`config.mk`:
```
export PLATFORM = sky130hd
export DESIGN_NAME = sensor_fault_diagnostics
export DESIGN_NICKNAME = d
export VERILOG_FILES = /design/src/config_mem.v /design/src/sensor_fault_diagnostics.v
export VERILOG_INCLUDE_DIRS = /design/src
export SDC_FILE = /design/constraint.sdc
export NUM_CORES = 2
export LEC_CHECK = 0
export BUFFER_PORTS_ARGS = -buffer_cell sky130_fd_sc_hd__buf_2
export CAP_MARGIN = 20
export CORE_MARGIN = 3
export CORE_UTILIZATION = 53
export DETAILED_ROUTE_END_ITERATION = 10
export MAX_ROUTING_LAYER = met4
export PLACE_DENSITY = 0.68
export RECOVER_POWER = 50
export SYNTH_ARGS = -nofsm -noshare
export SYNTH_HDL_FRONTEND = slang
export SYNTH_SLANG_ARGS = --single-unit
```
`constraint.sdc`:
```
create_clock -name core_clk -period 4.6 [get_ports core_clk]
set_input_delay 0.23 -clock core_clk [delete_from_list [all_inputs] [get_ports core_clk]]
set_output_delay 0.23 -clock core_clk [all_outputs]
set_load 0.1 [all_outputs]
```
`src/diag_map.vh`:
```
// Register offsets, field positions and timing constants for the fault supervisor.
// Included by the main design file and the bench; holds definitions only.
`ifndef DIAG_MAP_VH
`define DIAG_MAP_VH
`define REG_TEST_CTRL 6'h10
`define REG_MARGIN_FAIL 6'h11
`define REG_ECC_FAIL 6'h12
// Test control fields
`define FLD_MARGIN_RUN 0
`define FLD_SCOPE_LO 1
`define FLD_SCOPE_HI 2
// Margin scope encodings
`define SCOPE_BOTH 2'h0
`define SCOPE_ONES 2'h1
`define SCOPE_ZEROS 2'h2
// Timing figures in microseconds, clock in MHz, and the delays converted to cycles
`define OUTPUT_ENABLE_DELAY_US 125
`define POWER_ON_SETTLE_US 125
`define CLK_MHZ 250
`define OUTPUT_ENABLE_DELAY_CYC (`OUTPUT_ENABLE_DELAY_US * `CLK_MHZ)
`define POWER_ON_SETTLE_CYC (`POWER_ON_SETTLE_US * `CLK_MHZ)
`endif

```
`src/config_mem.v`:
```
// Configuration word store with a registered read port.
// Assumes one clock; writes come from the serial programming path outside.
`timescale 1ns/1ps
`default_nettype none
module config_mem #(
  parameter AW = 6,
  parameter DW = 30
) (
  input wire core_clk,
  input wire we,
  input wire [AW-1:0] waddr,
  input wire [DW-1:0] wdata,
  input wire [AW-1:0] raddr,
  output reg [DW-1:0] rdata
);
  reg [DW-1:0] mem [0:(1<<AW)-1];

  // Registered read, so the checker sees a stable word
  always @(posedge core_clk) begin
    if (we) begin
      mem[waddr] <= wdata;
    end
    rdata <= mem[raddr];
  end
endmodule // config_mem
`default_nettype wire

```
`src/sensor_fault_diagnostics.v`:
```
// Digital fault supervisor: supply and ground diagnostics, memory ECC, margin test.
// Assumes comparator levels and register port signals are synchronous to core_clk.
`timescale 1ns/1ps
`default_nettype none
`include "diag_map.vh"

// What this block does
// A single flipped bit in a memory word is corrected before use.
// Two flipped bits raise a fault and float the output.
// Single or dual errors set a readable diagnostic flag.
// Writing one to margin run starts a margin test over all memory.
// Margin test results land in the margin-fail and ECC-fail registers.
// Margin scope selects ones only, zeros only, or both.
// Margin controls work under customer write access as well as factory.
// Margin failures go only to status, never to the output.
// Undervoltage active forces the diagnostic high level.
// After undervoltage clears, release follows the power-on settle time.
// Overvoltage active forces the diagnostic high level.
// After overvoltage clears, release follows the output enable delay.
// Broken ground forces the diagnostic high level.
// Output enable delay is 125 microseconds.
// Uncorrectable memory fault floats output over any diagnostic drive.
// Margin run bit stays set during the test, clears when results written.
module sensor_fault_diagnostics #(
  parameter AW = 6,
  parameter WORDS = 64,
  parameter [23:0] OV_DELAY = `OUTPUT_ENABLE_DELAY_CYC,
  parameter [23:0] UV_DELAY = `POWER_ON_SETTLE_CYC
) (
  input wire core_clk,
  input wire rst,
  input wire undervoltage_det,
  input wire overvoltage_det,
  input wire ground_open_det,
  input wire customer_access,
  input wire factory_access,
  input wire mem_we,
  input wire [AW-1:0] mem_waddr,
  input wire [29:0] mem_wdata,
  input wire [AW-1:0] cfg_addr,
  input wire reg_we,
  input wire [5:0] reg_addr,
  input wire [23:0] reg_wdata,
  output reg [23:0] reg_rdata,
  output reg [23:0] cfg_data,
  output reg diag_force_high,
  output reg output_hiz,
  output reg ecc_flag
);
  // ****************************************
  // Storage and ECC decode
  // ****************************************
  localparam ST_IDLE = 2'h0;
  localparam ST_READ = 2'h1;
  localparam ST_CHECK = 2'h2;
  localparam ST_DONE = 2'h3;
  reg [1:0] state_q;
  reg [AW-1:0] scan_q;
  reg [AW-1:0] prev_scan_q;
  reg [1:0] scope_q;
  reg [23:0] mfail_q;
  reg [23:0] efail_q;
  reg [AW-1:0] mraddr;
  wire [29:0] word;
  wire [5:0] syn;
  reg [23:0] fixed;
  reg [29:0] flip;
  wire [28:0] hit;
  reg sense_live_q;

  // Code position of word bit bit_idx: data on the non-powers of two, check bit j on 2**j
  function [4:0] pos_of;
    input integer bit_idx;
    integer p;
    integer n;
    begin
      pos_of = 5'd0;
      n = 0;
      if (bit_idx >= 24) begin
        pos_of = 5'd1 << (bit_idx - 24);
      end else begin
        for (p = 1; p < 30; p = p + 1) begin
          if ((p & (p - 1)) != 0) begin
            if (n == bit_idx) begin
              pos_of = p[4:0];
            end
            n = n + 1;
          end
        end
      end
    end
  endfunction

  config_mem #(.AW(AW), .DW(30)) config_mem_i (
    .core_clk(core_clk),
    .we(mem_we),
    .waddr(mem_waddr),
    .wdata(mem_wdata),
    .raddr(mraddr),
    .rdata(word)
  );

  // Scan address while testing, otherwise the sensing path
  always @* begin
    mraddr = (state_q == ST_IDLE) ? cfg_addr : scan_q;
  end

  // Hamming syndrome over 29 coded positions plus overall parity bit 29
  // Check bits must sit on powers of two, else not every data word is encodable
  genvar g;
  genvar k;
  generate
    for (g = 0; g < 5; g = g + 1) begin : g_syn
      wire [28:0] sel;
      for (k = 0; k < 29; k = k + 1) begin : g_k
        localparam [4:0] POS = pos_of(k);
        assign sel[k] = POS[g] ? word[k] : 1'b0;
      end
      assign syn[g] = ^sel;
    end
  endgenerate
  assign syn[5] = ^word;

  wire single_err = syn[5] && (syn[4:0] != 5'h00);
  wire dual_err = !syn[5] && (syn[4:0] != 5'h00);
  wire par_only = syn[5] && (syn[4:0] == 5'h00);

  // One match per bit; syndromes 30 and 31 match nothing and are only flagged
  generate
    for (k = 0; k < 29; k = k + 1) begin : g_fix
      localparam [4:0] POS = pos_of(k);
      assign hit[k] = single_err && (syn[4:0] == POS);
    end
  endgenerate

  // Correct the flipped position, then pull out the 24 data positions
  always @* begin
    flip = word ^ {1'b0, hit};
    fixed = flip[23:0];
  end

  // Read port shows the scan address for a cycle after a margin run ends
  always @(posedge core_clk) begin
    if (rst) begin
      sense_live_q <= 1'b0;
    end else begin
      sense_live_q <= (state_q == ST_IDLE);
    end
  end

  // ****************************************
  // Sensing path, flag and memory fault
  // ****************************************
  always @(posedge core_clk) begin
    if (rst) begin
      cfg_data <= 24'h0000_0000;
      ecc_flag <= 1'b0;
      output_hiz <= 1'b0;
    end else if (state_q == ST_IDLE && sense_live_q) begin
      cfg_data <= fixed;
      if (single_err || par_only || dual_err) begin
        ecc_flag <= 1'b1;
      end
      if (dual_err) begin
        output_hiz <= 1'b1;
      end
    end
  end

  // ****************************************
  // Supply and ground diagnostics
  // ****************************************
  reg [23:0] uv_cnt_q;
  reg [23:0] ov_cnt_q;
  always @(posedge core_clk) begin
    if (rst) begin
      uv_cnt_q <= 24'h0000_0000;
      ov_cnt_q <= 24'h0000_0000;
      diag_force_high <= 1'b0;
    end else begin
      if (undervoltage_det) begin
        uv_cnt_q <= UV_DELAY;
      end else if (uv_cnt_q != 24'h0000_0000) begin
        uv_cnt_q <= uv_cnt_q - 24'h0000_0001;
      end
      if (overvoltage_det) begin
        ov_cnt_q <= OV_DELAY;
      end else if (ov_cnt_q != 24'h0000_0000) begin
        ov_cnt_q <= ov_cnt_q - 24'h0000_0001;
      end
      // Hi-Z wins, margin results never reach here
      diag_force_high <= !output_hiz && (undervoltage_det || overvoltage_det ||
        ground_open_det || uv_cnt_q > 24'h0000_0001 || ov_cnt_q > 24'h0000_0001);
    end
  end

  // ****************************************
  // Margin test sequencer and registers
  // ****************************************
  wire access_ok = customer_access || factory_access;
  wire run_req = reg_we && access_ok && (reg_addr == `REG_TEST_CTRL) &&
    reg_wdata[`FLD_MARGIN_RUN];
  wire ones_on = scope_q != `SCOPE_ZEROS;
  wire zeros_on = scope_q != `SCOPE_ONES;

  always @(posedge core_clk) begin
    if (rst) begin
      state_q <= ST_IDLE;
      scan_q <= {AW{1'b0}};
      prev_scan_q <= {AW{1'b0}};
      scope_q <= `SCOPE_BOTH;
      mfail_q <= 24'h0000_0000;
      efail_q <= 24'h0000_0000;
    end else begin
      case (state_q)
        ST_IDLE: begin
          if (run_req) begin
            scope_q <= reg_wdata[`FLD_SCOPE_HI:`FLD_SCOPE_LO];
            scan_q <= {AW{1'b0}};
            state_q <= ST_READ;
          end
        end
        ST_READ: begin
          prev_scan_q <= scan_q;
          state_q <= ST_CHECK;
        end
        ST_CHECK: begin
          // Weak cells: a stored one that reads low, or a stored zero that reads high
          if ((ones_on && |(flip[23:0] & ~word[23:0])) ||
              (zeros_on && |(~flip[23:0] & word[23:0]))) begin
            mfail_q[prev_scan_q % 24] <= 1'b1;
          end
          if (single_err || dual_err || par_only) begin
            efail_q[prev_scan_q % 24] <= 1'b1;
          end
          if (scan_q == WORDS - 1) begin
            state_q <= ST_DONE;
          end else begin
            scan_q <= scan_q + 1'b1;
            state_q <= ST_READ;
          end
        end
        ST_DONE: begin
          state_q <= ST_IDLE;
        end
        default: begin
          state_q <= ST_IDLE;
        end
      endcase
    end
  end

  // Readback; run bit reflects a busy sequencer
  always @(posedge core_clk) begin
    if (rst) begin
      reg_rdata <= 24'h0000_0000;
    end else begin
      case (reg_addr)
        `REG_TEST_CTRL: reg_rdata <= {21'h00_0000, scope_q, state_q != ST_IDLE};
        `REG_MARGIN_FAIL: reg_rdata <= mfail_q;
        `REG_ECC_FAIL: reg_rdata <= efail_q;
        default: reg_rdata <= 24'h0000_0000;
      endcase
    end
  end
endmodule // sensor_fault_diagnostics
`default_nettype wire

```
Word level (Yosys, flattened, before mapping)
Memories as Yosys holds them, arrays and structs flattened. A register that Yosys moved wholly into a read port is not among the register bits.
Index checks and enable logic that the tools add are counted.
Word-level totals
  flip-flop bits (word level): 164
  memory bits (writable): 1920
  bits of input ports: 81
  output and inout port bits: 51
  word-level logic and storage cells: 155
  memories kept: 1
Memory list
  config_mem_i.mem: depth 64, bits a word 30, rd ports 1, clocked after Yosys merged registers in 1, write ports 1, RTL line config_mem.v:16  | reg [DW-1:0] mem [0:(1<<AW)-1];
Operators by class
  add/sub/neg operators: 3
  div/mod/pow operators: 1
  $lt $le $gt $ge: 4
  equal/unequal tests: 35
  mux-type cells: 16
  bitwise gates (word level): 7
  reductions and logical operators: 72
Operators by type and width (number)
  29-bit XOR reduction: 5
  24-bit case mux with 3 select lines: 1
  5-bit == test, second input constant: 13
  15-bit 2-to-1 mux: 4
  24-bit AND: 2
  24-bit by 1-bit > comparator with 1-bit output, second input constant: 2
  24-bit inverter: 2
  24-bit OR: 2
  24-bit nonzero test: 2
  24-bit OR reduction: 2
  24-bit by 1-bit subtractor with 24-bit output, second input constant: 2
  5-bit by 4-bit == test with 1-bit output, second input constant: 7
  1-bit logical AND: 35
  32-bit by 1-bit >= comparator with 1-bit output, second input constant: 1
  32-bit by 6-bit less-than comparator with 1-bit output, second input constant: 1
  6-bit by 5-bit modulo with 32-bit output, second input constant: 1
  30-bit XOR reduction: 1
  24-bit XOR: 1
  6-bit by 5-bit == test with 1-bit output, second input constant: 3
  6-bit 2-to-1 mux: 3
  5-bit by 3-bit == test with 1-bit output, second input constant: 3
  6-bit case mux with 2 select lines: 1
  1-bit logical OR: 10
  2-bit AND reduction: 5
  18 further kinds: 29

Longest topological paths before layout
  word-level depth: 11
  depth in mapped cells: 14
  gate-level depth less buffers: 13

Modules after synthesis
A second synthesis with hierarchy kept.
Second synthesis, totals
  cells, all modules: 4223
  area, all modules: 82160.0 um2
By module, submodules not included
  config_mem: instances 1, cells an instance 3309, area an instance 73968.4 um2, seq. area each 58255.9 um2
  sensor_fault_diagnostics: instances 1, cells an instance 914, area an instance 8191.6 um2, seq. area each 3283.1 um2

Worst setup path after synthesis
No wires, ideal clock.
  path kind: flip-flop to flip-flop
  start point: reg config_mem_i.rdata[3] (read register of config_mem_i.mem)
  end point: reg mfail_q[22]
  arrival: 3.788 ns
  slack: 0.684 ns
  stages on the path, launching flop included: 15
  buffers on the path: 1
  clock period less this slack: 3.916 ns
  path through: dfxtp_1 -> xnor2_1 -> xnor3_1 -> xnor3_1 -> and2_1 -> a21oi_1 -> clkbuf_1 -> nor3_1 -> ha_1 -> nor4_1 -> nand4_1 -> nor4b_1 -> a211oi_1 -> a21oi_1 -> nor2_1
Between the ends
  longest elaborated chain between the ends: 11
  elaborated cells between the ends (all ways): 65
  those cells by class: 24 x eq/ne; 5 x bitwise; 36 x reduce/logical
RTL lines
  start: declaration: RTL line config_mem.v:14  | output reg [DW-1:0] rdata
  29-bit XOR reduction: RTL line sensor_fault_diagnostics.v:119  | assign syn[g] = ^sel;
  5-bit nonzero test: RTL line sensor_fault_diagnostics.v:124  | wire single_err = syn[5] && (syn[4:0] != 5'h00);
  1-bit logical AND: RTL line sensor_fault_diagnostics.v:124
  1-bit logical AND: RTL line sensor_fault_diagnostics.v:132  | assign hit[k] = single_err && (syn[4:0] == POS);
  24-bit XOR: RTL line sensor_fault_diagnostics.v:138  | flip = word ^ {1'b0, hit};
  24-bit inverter: RTL line sensor_fault_diagnostics.v:230  | (zeros_on && |(~flip[23:0] & word[23:0]))) begin
  24-bit AND: RTL line sensor_fault_diagnostics.v:230
  24-bit OR reduction: RTL line sensor_fault_diagnostics.v:230
  1-bit logical AND: RTL line sensor_fault_diagnostics.v:230
  1-bit logical OR *: RTL line sensor_fault_diagnostics.v:229  | if ((ones_on && |(flip[23:0] & ~word[23:0])) ||
  2-bit AND reduction (no line) *
  end signal: assignment: RTL line sensor_fault_diagnostics.v:212  | mfail_q <= 24'h0000_0000;
  end signal: indexed assignment: RTL line sensor_fault_diagnostics.v:231  | mfail_q[prev_scan_q % 24] <= 1'b1;
  end: declaration: RTL line sensor_fault_diagnostics.v:61  | reg [23:0] mfail_q;
Every way passes the cells marked *; elsewhere a longest branch is shown, timed or not.
A chain may end at the register's enable or synchronous reset.

Worst setup path after layout
  start point: reg config_mem_i.rdata[10] (read register of config_mem_i.mem)
  end point: reg mfail_q[19]
Same word-level chain as after synthesis.

==> reports/qor.txt <==
Status -> finished, violations left
Failing checks -> max-capacitance violations, max-slew violations
TritonCTS Buffers -> 207
Total Routing Usage GR -> 29.0%
# DRC -> 0
Endpoints failing hold -> 0
Setup TNS -> 0 ps
Die H -> 406 microns
HP Class -> in2reg
DRT iter0 DRCs -> 7,539
Max stage delay on crit path -> 510 ps
Latest clock arrival within the worst-skew pair -> 840 ps
Dpl hpwl -> 129,000 microns
Distinct cell type count after synthesis -> 62
Rel. slew slack -> -108%
Met1 usage -> 40.6%
Worst Path Required -> 5300 ps
Final WL -> 234,000 microns
Cell Chain, Critical Path -> xnor2_1 > xnor3_1 > xnor3_1 > and2_1 > mux2i_2 > nor3_1 > ha_1 > nor4_1 > nand4_1 > nor4b_1 > buf_4 > a211oi_1 > buf_4 > a21oi_1 > nor2_1
Crit path DAT -> 4960 ps
Leakage power -> 0.0323 uW
Die width -> 406 microns
Skew final -> 28.7 ps
F_max -> 0.234 GHz
Post-synthesis sequential area ratio -> 72.6%
Cell row count -> 146
Internal power -> 31,900 uW
GP Congestion -> 0.874
Peak supply drop -> 0.458 mV
MaxCap Viol Count -> 37
Worst hold margin -> 65.2 ps
Syn nets -> 5,762
First-pass GRT wire length -> 343,000 microns
Vias per cell -> 6.67
Register area -> 61,500 sq um
Clock share of power -> 38.3%
Combinational group share of total power -> 11.4%
Reg2Reg Depth -> 15
Nets -> 5,857
Pwr dens -> 444 nW/um^2
Mapped Cells -> 5,627
Avg Inst Size Synth -> 15.1 sq um
Tot Pwr -> 42,500 uW
Synth top cells by count -> edfxtp_1 (1,920), a211oi_1 (929), and3_1 (905), clkbuf_1 (417), nor2_1 (216)
Post-Syn Area -> 84,700 sq um
CP max FO -> 6
Psw -> 10,500 uW
Wire per inst -> 29.4 microns
Min cycle time layout -> 4270 ps
WS Path Type -> reg2reg
EDFF count, synth -> 1,920
Worst-Margin Slew -> 3120 ps
Post-route cell area -> 95,600 sq um
Core area -> 159,000 sq um
Switching share of power -> 24.8%
Share of layout cells above drive strength 1 -> 11.4%
Area of the multi-input gates -> 21,600 sq um
Antenna Violating Nets Remaining -> 0
Global route overflow -> 0
Routed vias -> 53,100
TritonCTS clock tree -> built
Crit end category -> register
Ys Warns -> 0
CTS Sinks -> 2,114
Final worst path period share -> 92.7%
Layout area overhead -> 12.9%
Reg power frac -> 50.3%
Top-count cell post-synth -> edfxtp_1
Die area -> 165,000 sq um
Largest net degree at the start of global routing -> 156
Slowest-stage cell, CP -> xnor3_1
Max-slew violations -> 1,900
Seq cells post-synth -> 2,114
Final Setup Violations -> 0
Hold depth -> 4
GR Layer Usage met3 -> 4.55%
H-tree depth -> 4
Ys async rst share -> 0%
Vias in the first global route -> 51,000
Initial Util -> 53.4%
Cell Area, Placed -> 88,800 sq um
Ports -> 132
Post-synth top area share -> 68.1%
Gr busiest metal -> met2
RSZ-0062 raised after global routing -> no
Top FF cell, synth -> edfxtp_1
Largest cells by area after synthesis -> edfxtp_1 (68%), a211oi_1 (8.2%), and3_1 (6.7%)
Largest area contributor in the netlist -> edfxtp_1
CTS clk-pin slew, worst paths -> 60 ps
Clk buf depth -> 3
Initial antenna violation count -> 8
I/O Buffers -> 110
Grt met2 use -> 43.4%
Critical path launch point type -> register
Root Driver -> clkbuf_16
Filler instances -> 11,600
TritonRoute pass-1 iters -> 6
## cells in the final DEF, fill, tap and decap left out, types with 61 or more instances in the layout
| cell type | synthesis | layout |
|---|---|---|
| edfxtp_1 | 1920 | 1920 |
| a2111oi_0 | 61 | 61 |
| and3_1 | 905 | 905 |
| mux2i_1 | 100 | 98 |
| o41ai_1 | 197 | 197 |
| clkbuf_16 | 0 | 213 |
| a211oi_1 | 929 | 929 |
| nor2_1 | 216 | 162 |
| o2111ai_1 | 61 | 61 |
| buf_2 | 43 | 83 |
| clkbuf_1 | 417 | 97 |
| dfxtp_1 | 194 | 194 |
| buf_4 | 1 | 168 |
## cell type report
class	instances	share of cell area (%)
Inverter	48	0.188
Tap cell	2072	2.71
Timing Repair Buffer	382	3.33
Clock buffer	265	5.81
Multi-Input combinational cell	2969	22.6
Clock inverter	115	0.981
Sequential cell	2114	64.4
Antenna cell	7	0.0183
## cell families (layout without fill, tap and decap cells)
group                    after synthesis  after routing  synth area share (%)
AND/OR/NAND/NOR                     1362           1362                  9.28
XOR/XNOR                              87             87                  1.14
buffers and inverters                544            810                  2.50
adder cells (fa/ha/maj)               54             54                 0.798
AO/OA/AOI/OAI                       1364           1364                  12.4
flip-flops                          2114           2114                  72.6
multiplexers                         102            102                  1.21
other                                  0              7                     0
## worst max-delay path, delay by kind of cell, from the launching register on
kind                       cells  cell delay (ps)
xor gates and xnor gates       3             1270
buffers and inverters          2              360
and+or+nand+nor                6             1370
muxes                          1              320
adders and majority gates      1              200
DFF                            1              360
AOI/OAI and AO/OA              2              220
## flip-flops by register name, indices dropped and copies added, names as in the netlist, 6 cells and up
name / count
scan_q: 6
config_mem_i.mem: 1920
uv_cnt_q: 24
reg_rdata: 24
cfg_data: 24
efail_q: 24
mfail_q: 24
config_mem_i.rdata: 30
prev_scan_q: 6
ov_cnt_q: 24
## power by group through the flow
stage          sequential, uW  clock, uW  combinational [uW]
4_1_cts                 21300      16400                4780
5_1_grt                 21400      17200                5180
2_1_floorplan           22000          0                2790
6_report                21400      16300                4840
3_5_place_dp            21700          0                4750
3_3_place_gp            21700          0                4730
## worst paths after layout
check | from | slack [ps] | end
worst max-delay path | config_mem_i.rdata[10] | 330 | mfail_q[19]
worst min-delay path | reg_addr[5] | 70 | state_q[0]
worst max register to register | config_mem_i.rdata[10] | 330 | mfail_q[19]
worst min register to register | efail_q[19] | 470 | efail_q[19]
## stage by stage
step           instances  setup WS, ps  util [%]
2_1_floorplan       5627           684         -
3_3_place_gp        7537           383      56.0
3_5_place_dp        7538           299      56.0
4_1_cts             7935           257      60.2
5_1_grt             7971          98.8      60.3
6_report            7972           335      60.3
## routing by layer
metal | up-vias | share of wire, %
met5 | - | 0
met4 | 0 | 3.7
met3 | 508 | 9.1
met2 | 2843 | 46
met1 | 26700 | 41
li1 | 23100 | -
## timing repair
action / CTS / global route
hold buffers: 17 / 15
resized for setup: 0 / 1
endpoints found under the setup margin: 0 / 1
hold endpoints to repair: 92 / 671
setup buffers: 0 / 0
Note: power is estimated with default switching activity, not from simulation.
